### src/core/wdrc_pkg.sv
// Package for the watchdog with reset-cause flags: register map, field
// layouts, reset values, counts and shared decode functions.
// Assumes one system clock (pclk) and an APB register port.
package wdrc_pkg;

  // Register byte addresses on the APB port
  localparam logic [7:0] ADDR_CTRL = 8'h00;
  localparam logic [7:0] ADDR_CAUSE = 8'h04;

  // Watchdog control register, bit 7 down to bit 0
  typedef struct packed {
    logic irq_flag;
    logic irq_en;
    logic pre_hi;
    logic chg_en;
    logic rst_en;
    logic [2:0] pre_lo;
  } wdrc_ctrl_t;

  // Reset-cause register, bit 7 down to bit 0
  typedef struct packed {
    logic [3:0] unused;
    logic dog;
    logic brownout;
    logic pin;
    logic poweron;
  } wdrc_cause_t;

  localparam wdrc_ctrl_t CTRL_RST = wdrc_ctrl_t'(8'h00);
  localparam wdrc_cause_t CAUSE_RST = wdrc_cause_t'(8'h01);

  // Unlock window: change-enable holds for four pclk cycles
  localparam int UNLOCK_CYCLES = 4;
  localparam logic [2:0] UNLOCK_LAST = 3'(UNLOCK_CYCLES - 1);

  // Time-out counts in oscillator cycles: 2048 doubled per prescale code
  localparam logic [20:0] BASE_COUNT = 21'h000800;
  localparam logic [3:0] PRE_MAX = 4'h9;

  typedef enum {WDRC_STOP, WDRC_IRQ, WDRC_RST, WDRC_BOTH} wdrc_mode_t;

  // Reserved prescale codes run at the longest time-out
  function automatic logic [20:0] wdrc_limit(input logic [3:0] code);
    logic [3:0] c;
    c = (code > PRE_MAX) ? PRE_MAX : code;
    return BASE_COUNT << c;
  endfunction

  function automatic wdrc_mode_t wdrc_mode(input logic ie, input logic re);
    wdrc_mode_t m;
    m = re ? (ie ? WDRC_BOTH : WDRC_RST) : (ie ? WDRC_IRQ : WDRC_STOP);
    return m;
  endfunction

  function automatic logic wdrc_hit(input logic [7:0] a, input logic [7:0] off);
    return a == off;
  endfunction

endpackage

### src/core/wdrc_dog_timer.sv
// Watchdog time-out counter, counting synchronised oscillator ticks.
// Assumes tick is a one-pclk pulse per oscillator cycle, already synchronised.
`timescale 1ns/1ns
module wdrc_dog_timer
  import wdrc_pkg::*;
(
  input wire logic pclk, // System clock
  input wire logic presetn, // Async reset, active low
  input wire logic tick, // One pulse per oscillator cycle
  input wire logic restart, // Restart counter from zero
  input wire logic run, // Watchdog enabled
  input wire logic [3:0] prescale, // Time-out select
  output logic expire_q // One-cycle time-out pulse
);

  logic [20:0] cnt_q;
  logic [20:0] last;
  logic at_end;

  // A shorter prescale can leave the count past its end; that expires on the next tick
  assign last = wdrc_limit(prescale) - 21'h000001;
  assign at_end = cnt_q >= last;

  // Counter advances only on oscillator ticks
  always_ff @(posedge pclk or negedge presetn) begin
    if (!presetn) begin
      cnt_q <= '0;
    end else if (restart || !run) begin
      cnt_q <= '0;
    end else if (tick) begin
      cnt_q <= at_end ? '0 : cnt_q + 21'h000001;
    end
  end

  // Time-out pulse
  always_ff @(posedge pclk or negedge presetn) begin
    if (!presetn) begin
      expire_q <= 1'b0;
    end else begin
      expire_q <= run && !restart && tick && at_end;
    end
  end
endmodule

### src/core/wdrc_top.sv
// Watchdog timer with reset-cause status register, APB slave.
// Assumes presetn is the power-on reset of this always-on logic; other
// reset sources arrive as pins and the block drives the system reset pulse.
`timescale 1ns/1ns
module wdrc_top
  import wdrc_pkg::*;
(
  input wire logic pclk, // System clock, 10 MHz
  input wire logic presetn, // Power-on reset, async, active low
  input wire logic psel, // APB select
  input wire logic penable, // APB enable
  input wire logic pwrite, // APB write
  input wire logic [7:0] paddr, // APB byte address
  input wire logic [31:0] pwdata, // APB write data
  output logic [31:0] prdata, // APB read data
  output logic pready, // APB ready
  output logic pslverr, // APB error, unmapped address
  input wire logic osc_128k, // Watchdog oscillator, asynchronous
  input wire logic pin_reset, // External reset pin event, high active
  input wire logic brownout, // Brown-out detector event, high active
  input wire logic dog_always_on_fuse, // Always-on fuse programmed
  input wire logic restart, // Restart instruction, one-cycle pulse
  input wire logic irq_vector_ack, // Interrupt vector taken, one-cycle pulse
  output logic dog_irq, // Watchdog interrupt request, level
  output logic sys_reset // System reset pulse, one pclk cycle
);

  // Synchroniser stages: {fuse, brownout, pin, oscillator}
  logic [3:0] sync1_q;
  logic [3:0] sync2_q;
  logic [2:0] hist_q;
  logic [2:0] rise;
  logic tick;
  logic pin_evt;
  logic bo_evt;
  logic fuse;

  // Bus decode
  logic wr;
  logic setup;
  logic ctrl_wr;
  logic cause_wr;
  logic mapped;
  wdrc_ctrl_t w;

  // Control state
  logic irq_en_q;
  logic rst_en_q;
  logic [3:0] pre_q;
  logic chg_en_q;
  logic [2:0] win_q;
  logic irq_flag_q;
  wdrc_cause_t cause_q;
  logic sys_reset_q;
  logic [31:0] prdata_q;
  logic pslverr_q;

  // Derived
  logic irq_en_eff;
  logic rst_en_eff;
  wdrc_mode_t mode;
  logic expire;
  logic irq_set;
  logic dog_rst;
  logic sys_any;
  logic unlock;
  logic win_wr;
  wdrc_ctrl_t ctrl_view;

  // Two flops before any logic; only sync2 is read downstream
  always_ff @(posedge pclk or negedge presetn) begin
    if (!presetn) begin
      sync1_q <= 4'h0;
      sync2_q <= 4'h0;
    end else begin
      sync1_q <= {dog_always_on_fuse, brownout, pin_reset, osc_128k};
      sync2_q <= sync1_q;
    end
  end

  // Edge history for oscillator and reset events
  always_ff @(posedge pclk or negedge presetn) begin
    if (!presetn) begin
      hist_q <= 3'h0;
    end else begin
      hist_q <= sync2_q[2:0];
    end
  end

  assign rise = sync2_q[2:0] & ~hist_q;
  assign tick = rise[0];
  assign pin_evt = rise[1];
  assign bo_evt = rise[2];
  assign fuse = sync2_q[3];

  // APB decode; zero wait states
  assign wr = psel && penable && pwrite;
  assign setup = psel && !penable;
  assign ctrl_wr = wr && wdrc_hit(paddr, ADDR_CTRL);
  assign cause_wr = wr && wdrc_hit(paddr, ADDR_CAUSE);
  assign mapped = wdrc_hit(paddr, ADDR_CTRL) || wdrc_hit(paddr, ADDR_CAUSE);
  assign w = wdrc_ctrl_t'(pwdata[7:0]);

  // Effective enables: fuse overrides both stored bits, watchdog cause flag only the reset enable
  assign irq_en_eff = irq_en_q && !fuse;
  assign rst_en_eff = rst_en_q || fuse || cause_q.dog;
  assign mode = wdrc_mode(irq_en_eff, rst_en_eff);

  // Expiry action; in combined mode a pending flag means the interrupt was
  // never serviced, so the next expiry resets
  assign irq_set = expire && (mode == WDRC_IRQ ||
      (mode == WDRC_BOTH && !irq_flag_q));
  assign dog_rst = expire && (mode == WDRC_RST ||
      (mode == WDRC_BOTH && irq_flag_q));
  assign sys_any = sys_reset_q || pin_evt || bo_evt;

  // Unlock needs change-enable and reset-enable in one write
  assign unlock = ctrl_wr && w.chg_en && w.rst_en;
  assign win_wr = ctrl_wr && chg_en_q && !w.chg_en;

  // Time-out counter
  wdrc_dog_timer u_timer (
    .pclk(pclk),
    .presetn(presetn),
    .tick(tick),
    .restart(restart || sys_any),
    .run(mode != WDRC_STOP),
    .prescale(pre_q),
    .expire_q(expire)
  );

  // Unlock window: opens on the unlock write, closes after four cycles
  always_ff @(posedge pclk or negedge presetn) begin
    if (!presetn) begin
      chg_en_q <= 1'b0;
      win_q <= 3'h0;
    end else if (sys_any || win_wr) begin
      chg_en_q <= 1'b0;
      win_q <= 3'h0;
    end else if (unlock) begin
      chg_en_q <= 1'b1;
      win_q <= UNLOCK_LAST;
    end else if (chg_en_q) begin
      chg_en_q <= win_q != 3'h0;
      win_q <= win_q - 3'h1;
    end
  end

  // Reset enable and prescale; outside the window a write can only set the reset enable
  always_ff @(posedge pclk or negedge presetn) begin
    if (!presetn) begin
      rst_en_q <= CTRL_RST.rst_en;
      pre_q <= {CTRL_RST.pre_hi, CTRL_RST.pre_lo};
    end else begin
      if (sys_any) begin
        rst_en_q <= CTRL_RST.rst_en;
        pre_q <= {CTRL_RST.pre_hi, CTRL_RST.pre_lo};
      end else if (win_wr) begin
        rst_en_q <= w.rst_en;
        pre_q <= {w.pre_hi, w.pre_lo};
      end else if (ctrl_wr) begin
        rst_en_q <= rst_en_q || w.rst_en;
      end
      // Overrides last so they win over any write
      if (fuse || cause_q.dog || dog_rst) begin
        rst_en_q <= 1'b1;
      end
    end
  end

  // Interrupt enable; vector ack in combined mode falls back to reset mode
  always_ff @(posedge pclk or negedge presetn) begin
    if (!presetn) begin
      irq_en_q <= CTRL_RST.irq_en;
    end else if (sys_any || fuse) begin
      irq_en_q <= 1'b0;
    end else if (irq_vector_ack && rst_en_eff) begin
      irq_en_q <= 1'b0;
    end else if (ctrl_wr) begin
      irq_en_q <= w.irq_en;
    end
  end

  // Interrupt flag: set wins over ack and write-one-to-clear
  always_ff @(posedge pclk or negedge presetn) begin
    if (!presetn) begin
      irq_flag_q <= CTRL_RST.irq_flag;
    end else if (irq_set) begin
      irq_flag_q <= 1'b1;
    end else if (sys_any || irq_vector_ack || (ctrl_wr && w.irq_flag)) begin
      irq_flag_q <= 1'b0;
    end
  end

  // Reset cause flags survive every reset but power-on; a set wins
  // over a write of zero in the same cycle
  always_ff @(posedge pclk or negedge presetn) begin
    if (!presetn) begin
      cause_q <= CAUSE_RST;
    end else begin
      cause_q.unused <= 4'h0;
      cause_q.dog <= (cause_q.dog && !(cause_wr && !pwdata[3])) || dog_rst;
      cause_q.brownout <= (cause_q.brownout && !(cause_wr && !pwdata[2])) ||
          bo_evt;
      cause_q.pin <= (cause_q.pin && !(cause_wr && !pwdata[1])) || pin_evt;
      cause_q.poweron <= cause_q.poweron && !(cause_wr && !pwdata[0]);
    end
  end

  // System reset pulse, one pclk cycle per watchdog reset
  always_ff @(posedge pclk or negedge presetn) begin
    if (!presetn) begin
      sys_reset_q <= 1'b0;
    end else begin
      sys_reset_q <= dog_rst;
    end
  end

  // Read view shows effective enables, not the stored bits
  always_comb begin
    ctrl_view = '0;
    ctrl_view.irq_flag = irq_flag_q;
    ctrl_view.irq_en = irq_en_eff;
    ctrl_view.pre_hi = pre_q[3];
    ctrl_view.chg_en = chg_en_q;
    ctrl_view.rst_en = rst_en_eff;
    ctrl_view.pre_lo = pre_q[2:0];
  end

  // Read data and error are captured in the setup cycle
  always_ff @(posedge pclk or negedge presetn) begin
    if (!presetn) begin
      prdata_q <= 32'h00000000;
      pslverr_q <= 1'b0;
    end else if (setup) begin
      pslverr_q <= !mapped;
      if (wdrc_hit(paddr, ADDR_CTRL) && !pwrite) begin
        prdata_q <= {24'h000000, ctrl_view};
      end else if (wdrc_hit(paddr, ADDR_CAUSE) && !pwrite) begin
        prdata_q <= {24'h000000, 4'h0, cause_q[3:0]};
      end else begin
        prdata_q <= 32'h00000000;
      end
    end
  end

  assign prdata = prdata_q;
  assign pslverr = pslverr_q && psel && penable;
  assign pready = 1'b1;
  assign dog_irq = irq_flag_q && irq_en_eff; // Level, wakes from sleep
  assign sys_reset = sys_reset_q;
endmodule

### config.mk
export PLATFORM = sky130hd
export DESIGN_NAME = wdrc_top
export DESIGN_NICKNAME = d
export VERILOG_FILES = /design/src/core/wdrc_pkg.sv /design/src/core/wdrc_dog_timer.sv /design/src/core/wdrc_top.sv
export SDC_FILE = /design/constraint.sdc
export NUM_CORES = 1
export LEC_CHECK = 0
export ABC_AREA = 0
export BUFFER_PORTS_ARGS = -buffer_cell sky130_fd_sc_hd__buf_2
export CORE_MARGIN = 2
export CORE_UTILIZATION = 45
export DETAILED_ROUTE_END_ITERATION = 7
export MAX_ROUTING_LAYER = met4
export PLACE_DENSITY = 0.76
export SLEW_MARGIN = 15
export SYNTH_ARGS = -nofsm -noshare
export SYNTH_HDL_FRONTEND = slang
export SYNTH_SLANG_ARGS = --single-unit
### constraint.sdc
create_clock -name pclk -period 4.98 [get_ports pclk]
set_input_delay 0.996 -clock pclk [delete_from_list [all_inputs] [get_ports pclk]]
set_output_delay 0.996 -clock pclk [all_outputs]
set_load 0.03 [all_outputs]
## Word level (Yosys, flattened, before mapping)

Cells that the tools add are included.
W data, S select, Z words.

| word-level totals | value |
|---|---|
| register bits after elaboration | 82 |
| input bits | 51 |

| operators by class | value |
|---|---|
| bitwise operators | 2 |
| eq/ne operators | 4 |
| reduce and logical (&&, ||, !) cells | 76 |
| shift-type cells | 1 |
| add/subtract/negate cells | 3 |
| multiplexer cells | 26 |
| magnitude comparators | 2 |

Operators by type and width:

| cell | number |
|---|---|
| $mux W21 | 3 |
| $logic_and A1 B1 Y1 | 32 |
| $reduce_bool A32 Y1 | 1 |
| $add A21 B1 Y21 const B | 1 |
| $ge A21 B21 Y1 | 1 |
| $shl A12 B4 Y21 const A | 1 |
| $sub A21 B1 Y21 const B | 1 |
| $logic_or A1 B1 Y1 | 19 |
| $logic_not A1 Y1 | 16 |
| $mux W4 | 4 |
| $mux W1 | 14 |
| $mux W3 | 3 |
| $reduce_bool A3 Y1 | 3 |
| $eq A8 B3 Y1 const B | 1 |
| $logic_not A8 Y1 | 1 |
| $mux W8 | 1 |
| $reduce_bool A2 Y1 | 3 |
| $eq A2 B2 Y1 const B | 2 |
| $gt A4 B4 Y1 const B | 1 |
| $reduce_bool A4 Y1 | 1 |
| $and A3 B3 Y3 | 1 |
| $not A3 Y3 | 1 |
| $sub A3 B1 Y3 const B | 1 |
| $eq A2 B1 Y1 const B | 1 |
| $mux W2 | 1 |

## Logic depth before layout (Yosys ltp)

| depth | value |
|---|---|
| depth after elaboration | 10 |
| depth in mapped cells | 14 |

## Hierarchy

A second synthesis with hierarchy kept.

| second synthesis, totals | value |
|---|---|
| cells, all modules | 336 |
| area, all modules | 3,316.9 µm² |

Modules (own cells, without submodules):

| module | area each (µm²) | sequential area each (µm²) | cells each | instances |
|---|---|---|---|---|
| wdrc_top | 1,686.6 | 902.1 | 152 | 1 |
| wdrc_dog_timer | 1,630.3 | 550.5 | 184 | 1 |

## Worst setup path before layout

Ideal clock, no wire load.

| timing path | value |
|---|---|
| kind | register to register |
| start point | register pre_q[1] |
| end point | register u_timer.cnt_q[4] |
| stages on the path, launching flop included | 13 |
| library setup time | 0.078 ns |
| buffers on the path | 1 |
| period minus slack after synthesis | 3.059 ns |
| path slack | 1.921 ns |
| data required time | 4.902 ns |
| data arrival time | 2.982 ns |
| cell sequence | dfrtp_1 > or2_2 > or3_1 > ha_1 > a21o_1 > a32oi_1 > ha_1 > nand4_1 > nor4_1 > a2bb2oi_1 > clkbuf_1 > a31oi_1 > a21oi_1 |

| on the way | value |
|---|---|
| longest elaborated chain between the ends | 8 |

Ends and longest elaborated chain:

| item | RTL line | source |
|---|---|---|
| from (decl) | wdrc_top.sv:49 | `logic [3:0] pre_q;` |
| from (signal assigned) | wdrc_top.sv:153 | `pre_q <= {CTRL_RST.pre_hi, CTRL_RST.pre_lo};` |
| from (signal assigned) | wdrc_top.sv:157 | `pre_q <= {CTRL_RST.pre_hi, CTRL_RST.pre_lo};` |
| from (signal assigned) | wdrc_top.sv:160 | `pre_q <= {w.pre_hi, w.pre_lo};` |
| $gt A4 B4 Y1 | wdrc_pkg.sv:45 | `c = (code > PRE_MAX) ? PRE_MAX : code;` |
| $mux W4 * | wdrc_pkg.sv:45 |  |
| $shl A12 B4 Y21 * | wdrc_pkg.sv:46 | `return BASE_COUNT << c;` |
| $sub A21 B1 Y21 * | wdrc_dog_timer.sv:21 | `assign last = wdrc_limit(prescale) - 21'h000001;` |
| $ge A21 B21 Y1 * | wdrc_dog_timer.sv:22 | `assign at_end = cnt_q >= last;` |
| $mux W21 * | wdrc_dog_timer.sv:31 | `cnt_q <= at_end ? '0 : cnt_q + 21'h000001;` |
| $mux W21 * | wdrc_dog_timer.sv:30 | `end else if (tick) begin` |
| $mux W21 * | wdrc_dog_timer.sv:28 | `end else if (restart \|\| !run) begin` |
| to (signal assigned) | wdrc_dog_timer.sv:31 |  |
| to (decl) | wdrc_dog_timer.sv:16 | `logic [20:0] cnt_q;` |

Mark *: on every way between the ends. The rest lies on a longest branch, timed or not. The select of a mux whose other input is x is not followed.
A chain may end at the register's enable or synchronous reset.

## Final worst setup path

| timing path | value |
|---|---|
| start point | register pre_q[1] |
| end point | register u_timer.cnt_q[5] |

The elaborated chain is that of the path after synthesis.

==> flow_results.xml <==
<?xml version="1.0" encoding="UTF-8"?>
<metrics>
  <group name="power">
    <metric name="leakage" unit="nW">1.62</metric>
    <metric name="power.density_cell_area" unit="nW/um^2">265</metric>
    <metric name="post-layout-total-power" unit="uW">954</metric>
    <metric name="ir_worst_vdd" unit="mV">0.166</metric>
  </group>
  <group name="yosys">
    <metric name="mappedNetlistArea" unit="sq um">3230</metric>
    <metric name="post_synth.cell_area_avg" unit="sq um">9.54</metric>
    <metric name="synth_top_flop_cell" unit="">sky130_fd_sc_hd__dfrtp_1</metric>
    <metric name="synth_warnings" unit="">0</metric>
    <metric name="ys_seq_area_frac" unit="">0.449</metric>
    <metric name="fraction_of_synthesized_cell_area_taken_by_the_top_area_cell_type" unit="">0.441</metric>
    <metric name="synth.top_cells.by_area" unit="">sky130_fd_sc_hd__dfrtp_1 (44%), sky130_fd_sc_hd__buf_4 (6.0%), sky130_fd_sc_hd__ha_1 (5.4%), sky130_fd_sc_hd__a31oi_1 (4.8%), sky130_fd_sc_hd__nand2_1 (3.4%)</metric>
    <metric name="postSynth.asyncResetShare" unit="">1.00</metric>
    <metric name="number_of_cells_produced_by_synthesis" unit="">339</metric>
    <metric name="yosys-top-cells-count" unit="">sky130_fd_sc_hd__dfrtp_1 (57), sky130_fd_sc_hd__nand2_1 (29), sky130_fd_sc_hd__buf_4 (26)</metric>
    <metric name="yosysTopAreaCell" unit="">sky130_fd_sc_hd__dfrtp_1</metric>
    <metric name="ys_seq_elements" unit="">58</metric>
    <metric name="synthMostInstantiatedCell" unit="">sky130_fd_sc_hd__dfrtp_1</metric>
    <metric name="synth_edf_count" unit="">0</metric>
    <metric name="number_of_different_library_cells_in_the_post_synthesis_netlist" unit="">47</metric>
  </group>
  <group name="die">
    <metric name="die_width" unit="um">88.8</metric>
    <metric name="io_pins" unit="">87</metric>
    <metric name="initial_utilization" unit="">0.471</metric>
    <metric name="die_h" unit="um">88.8</metric>
    <metric name="floorplan.rows" unit="">30</metric>
    <metric name="coreArea" unit="sq um">6870</metric>
    <metric name="die_area" unit="sq um">7880</metric>
  </group>
  <group name="cts">
    <metric name="worstSkewPairLatency" unit="ns">0.34</metric>
    <metric name="cts_tree" unit="">done</metric>
    <metric name="cts_made_buffers" unit="">9</metric>
    <metric name="clock_tree.root_cell" unit="">sky130_fd_sc_hd__clkbuf_8</metric>
    <metric name="clk_path_buf_depth" unit="">2</metric>
    <metric name="post-cts-setup-buffers" unit="">0</metric>
    <metric name="post_cts.resized_instances" unit="">0</metric>
    <metric name="clock_pin_transition_on_the_worst_setup_and_hold_timing_paths" unit="ns">0.06</metric>
    <metric name="cts_htree_levels" unit="">3</metric>
    <metric name="sinks_on_the_clock_net" unit="">58</metric>
    <metric name="hold_buffers" unit="">0</metric>
  </group>
  <group name="min_path">
    <metric name="hold_path_startpoint" unit="">sync1_q[1]</metric>
    <metric name="worst_hold_path_type" unit="">reg -&gt; reg</metric>
  </group>
  <group name="drt">
    <metric name="detail_route.vias_per_cell" unit="">5.56</metric>
    <metric name="drt-total-wl" unit="um">6800</metric>
    <metric name="first_iter_violations" unit="">141</metric>
    <metric name="detail_route.wl_per_cell" unit="um">14.3</metric>
    <metric name="detail_route.first_pass.iterations" unit="">4</metric>
    <metric name="drc" unit="">0</metric>
    <metric name="number_of_vias_in_the_routed_layout" unit="">2646</metric>
    <metric name="route.antenna.remaining_nets" unit="">0</metric>
  </group>
  <group name="timing">
    <metric name="achievable-frequency" unit="MHz">286</metric>
    <metric name="timing_max_transition_violations_final" unit="">0</metric>
    <metric name="min_period_over_period" unit="">0.702</metric>
    <metric name="accumulated_negative_setup_slack" unit="ns">0</metric>
    <metric name="finalWorstPathRequiredPeriod" unit="ns">3.50</metric>
    <metric name="finalClockSkew" unit="ns">0.00988</metric>
    <metric name="tightestPinTransition" unit="ns">1.12</metric>
    <metric name="hold_viol" unit="">0</metric>
    <metric name="post-route-worst-setup-slack" unit="ns">1.48</metric>
    <metric name="final_report_setup_violation_count" unit="">0</metric>
    <metric name="grt_setup_unrepaired" unit="">no</metric>
    <metric name="timing.max_slew.rel_slack" unit="">0.251</metric>
  </group>
  <group name="cells_and_area">
    <metric name="num_antenna_cells" unit="">0</metric>
    <metric name="design_area" unit="sq um">3600</metric>
    <metric name="flow.area_growth_from_synthesis" unit="%">11.2</metric>
    <metric name="fin_util" unit="">0.523</metric>
    <metric name="final_nets" unit="">440</metric>
    <metric name="final_layout_size_suffix_gt1_frac" unit="">0.163</metric>
  </group>
  <group name="place">
    <metric name="place.detailed.hpwl" unit="um">4850</metric>
    <metric name="dpl_cell_area" unit="sq um">3410</metric>
    <metric name="detailedPlace.worstSlack" unit="ns">1.56</metric>
    <metric name="port_buffers" unit="">37</metric>
    <metric name="gp_congestion" unit="">0.887</metric>
  </group>
  <group name="grt">
    <metric name="grt_antenna_before_repair" unit="">0</metric>
    <metric name="grt_start_max_net_pins" unit="">59</metric>
    <metric name="grt_pass1_wl" unit="um">11500</metric>
    <metric name="global_route.usage.total" unit="">0.196</metric>
    <metric name="via_count_of_the_first_global_routing_pass" unit="">2516</metric>
    <metric name="gr-total-overflow" unit="">0</metric>
  </group>
  <group name="setup_path">
    <metric name="r2r-start" unit="">pre_q[1]</metric>
    <metric name="crit_start" unit="">pre_q[1]</metric>
    <metric name="startpoint_class" unit="">register</metric>
    <metric name="timing.critical_path.arrival" unit="ns">3.69</metric>
    <metric name="worstSetupEndpointType" unit="">register</metric>
    <metric name="worst_path_maximum_fanout" unit="">28</metric>
    <metric name="cp_required" unit="ns">5.17</metric>
    <metric name="critPathKind" unit="">reg -&gt; reg</metric>
  </group>
  <group name="flow_run">
    <metric name="drv_cap" unit="">0</metric>
  </group>
  <group name="run_status">
    <metric name="outcome" unit="">finished clean</metric>
  </group>
</metrics>
## routing by layer
layer	part of all wire	track usage	vias to the layer above
li1	-	-	1276
met1	0.44	0.236	1293
met2	0.51	0.315	71
met3	0.053	0.0672	6
met4	0.0065	0.0523	0
met5	0	-	-
## layout by cell type (no fill, tap or decap), types with 10 or more instances in the layout
cell / count
sky130_fd_sc_hd__a21oi_1: 11
sky130_fd_sc_hd__o21ai_1: 12
sky130_fd_sc_hd__ha_1: 14
sky130_fd_sc_hd__nor2_1: 14
sky130_fd_sc_hd__a31oi_1: 25
sky130_fd_sc_hd__conb_1: 26
sky130_fd_sc_hd__dfrtp_1: 57
sky130_fd_sc_hd__buf_2: 37
sky130_fd_sc_hd__clkbuf_8: 12
sky130_fd_sc_hd__nand4_1: 10
sky130_fd_sc_hd__nand3b_1: 11
sky130_fd_sc_hd__nand2_1: 29
sky130_fd_sc_hd__nand3_1: 17
## state kept, by name, summed over array words and instances (netlist names)
| register | flops |
|---|---|
| cause_q | 4 |
| chg_en_q | 1 |
| hist_q | 3 |
| irq_en_q | 1 |
| irq_flag_q | 1 |
| prdata | 8 |
| pre_q | 4 |
| pslverr_q | 1 |
| rst_en_q | 1 |
| sync1_q | 4 |
| sync2_q | 4 |
| sys_reset | 1 |
| u_timer.cnt_q | 21 |
| u_timer.expire_q | 1 |
| win_q | 3 |
## critical path, stage by stage (launching register included)
cell                        delay, ns
sky130_fd_sc_hd__dfrtp_1         0.45
sky130_fd_sc_hd__or2_2           0.35
sky130_fd_sc_hd__or3_1           0.35
sky130_fd_sc_hd__ha_1            0.25
sky130_fd_sc_hd__nor3_1          0.15
sky130_fd_sc_hd__a21o_1          0.10
sky130_fd_sc_hd__a32oi_1         0.10
sky130_fd_sc_hd__ha_1            0.30
sky130_fd_sc_hd__nand4_1         0.16
sky130_fd_sc_hd__nor4_1          0.37
sky130_fd_sc_hd__a2bb2oi_2       0.19
sky130_fd_sc_hd__buf_4           0.27
sky130_fd_sc_hd__a41oi_1         0.24
sky130_fd_sc_hd__a31oi_1         0.07
## path summary, 6_finish.rpt
| path | end | slack, ns | cells past startpoint |
|---|---|---|---|
| min in group asynchronous | prdata[6] | 0.80 | 2 |
| max reg2reg | u_timer.cnt_q[5] | 1.48 | 13 |
| min reg2reg | sync2_q[1] | 0.35 | 0 |
| min | sync2_q[1] | 0.35 | 0 |
| max | u_timer.cnt_q[5] | 1.48 | 13 |
| max in group asynchronous | win_q[0] | 3.68 | 2 |
## power by group
group / internal (mW) / switching, mW
Sequential: 0.478 / 0.00356
Combinational: 0.0178 / 0.0577
Clock: 0.220 / 0.177
## through the flow
| stage | instances | hold WS (ns) |
|---|---|---|
| 4_1_cts | 476 | 0.355 |
| 6_report | 476 | 0.352 |
| 2_1_floorplan | 363 | 0.331 |
| 3_5_place_dp | 460 | 0.336 |
| 3_3_place_gp | 460 | 0.334 |
| 5_1_grt | 476 | 0.358 |
## layout make-up
cell class | instances | area (sq um)
timing repair buffer | 41 | 215
multi-input combinational | 258 | 1600
inverter | 7 | 26.3
clock buffer | 14 | 173
tap | 96 | 120
clock inverter | 2 | 10.0
fill | 634 | 3270
sequential | 58 | 1450
## cell families after synthesis
kind of cell,after synthesis,share of synthesized area
buffers and inverters,47,0.0859
other,2,0.00232
adders and majority gates,14,0.0542
xor gates and xnor gates,5,0.0135
AOI/OAI and AO/OA,79,0.155
and+or+nand+nor,129,0.224
muxes,5,0.0155
DFF,58,0.449
Note: power is estimated with default switching activity, not from simulation.
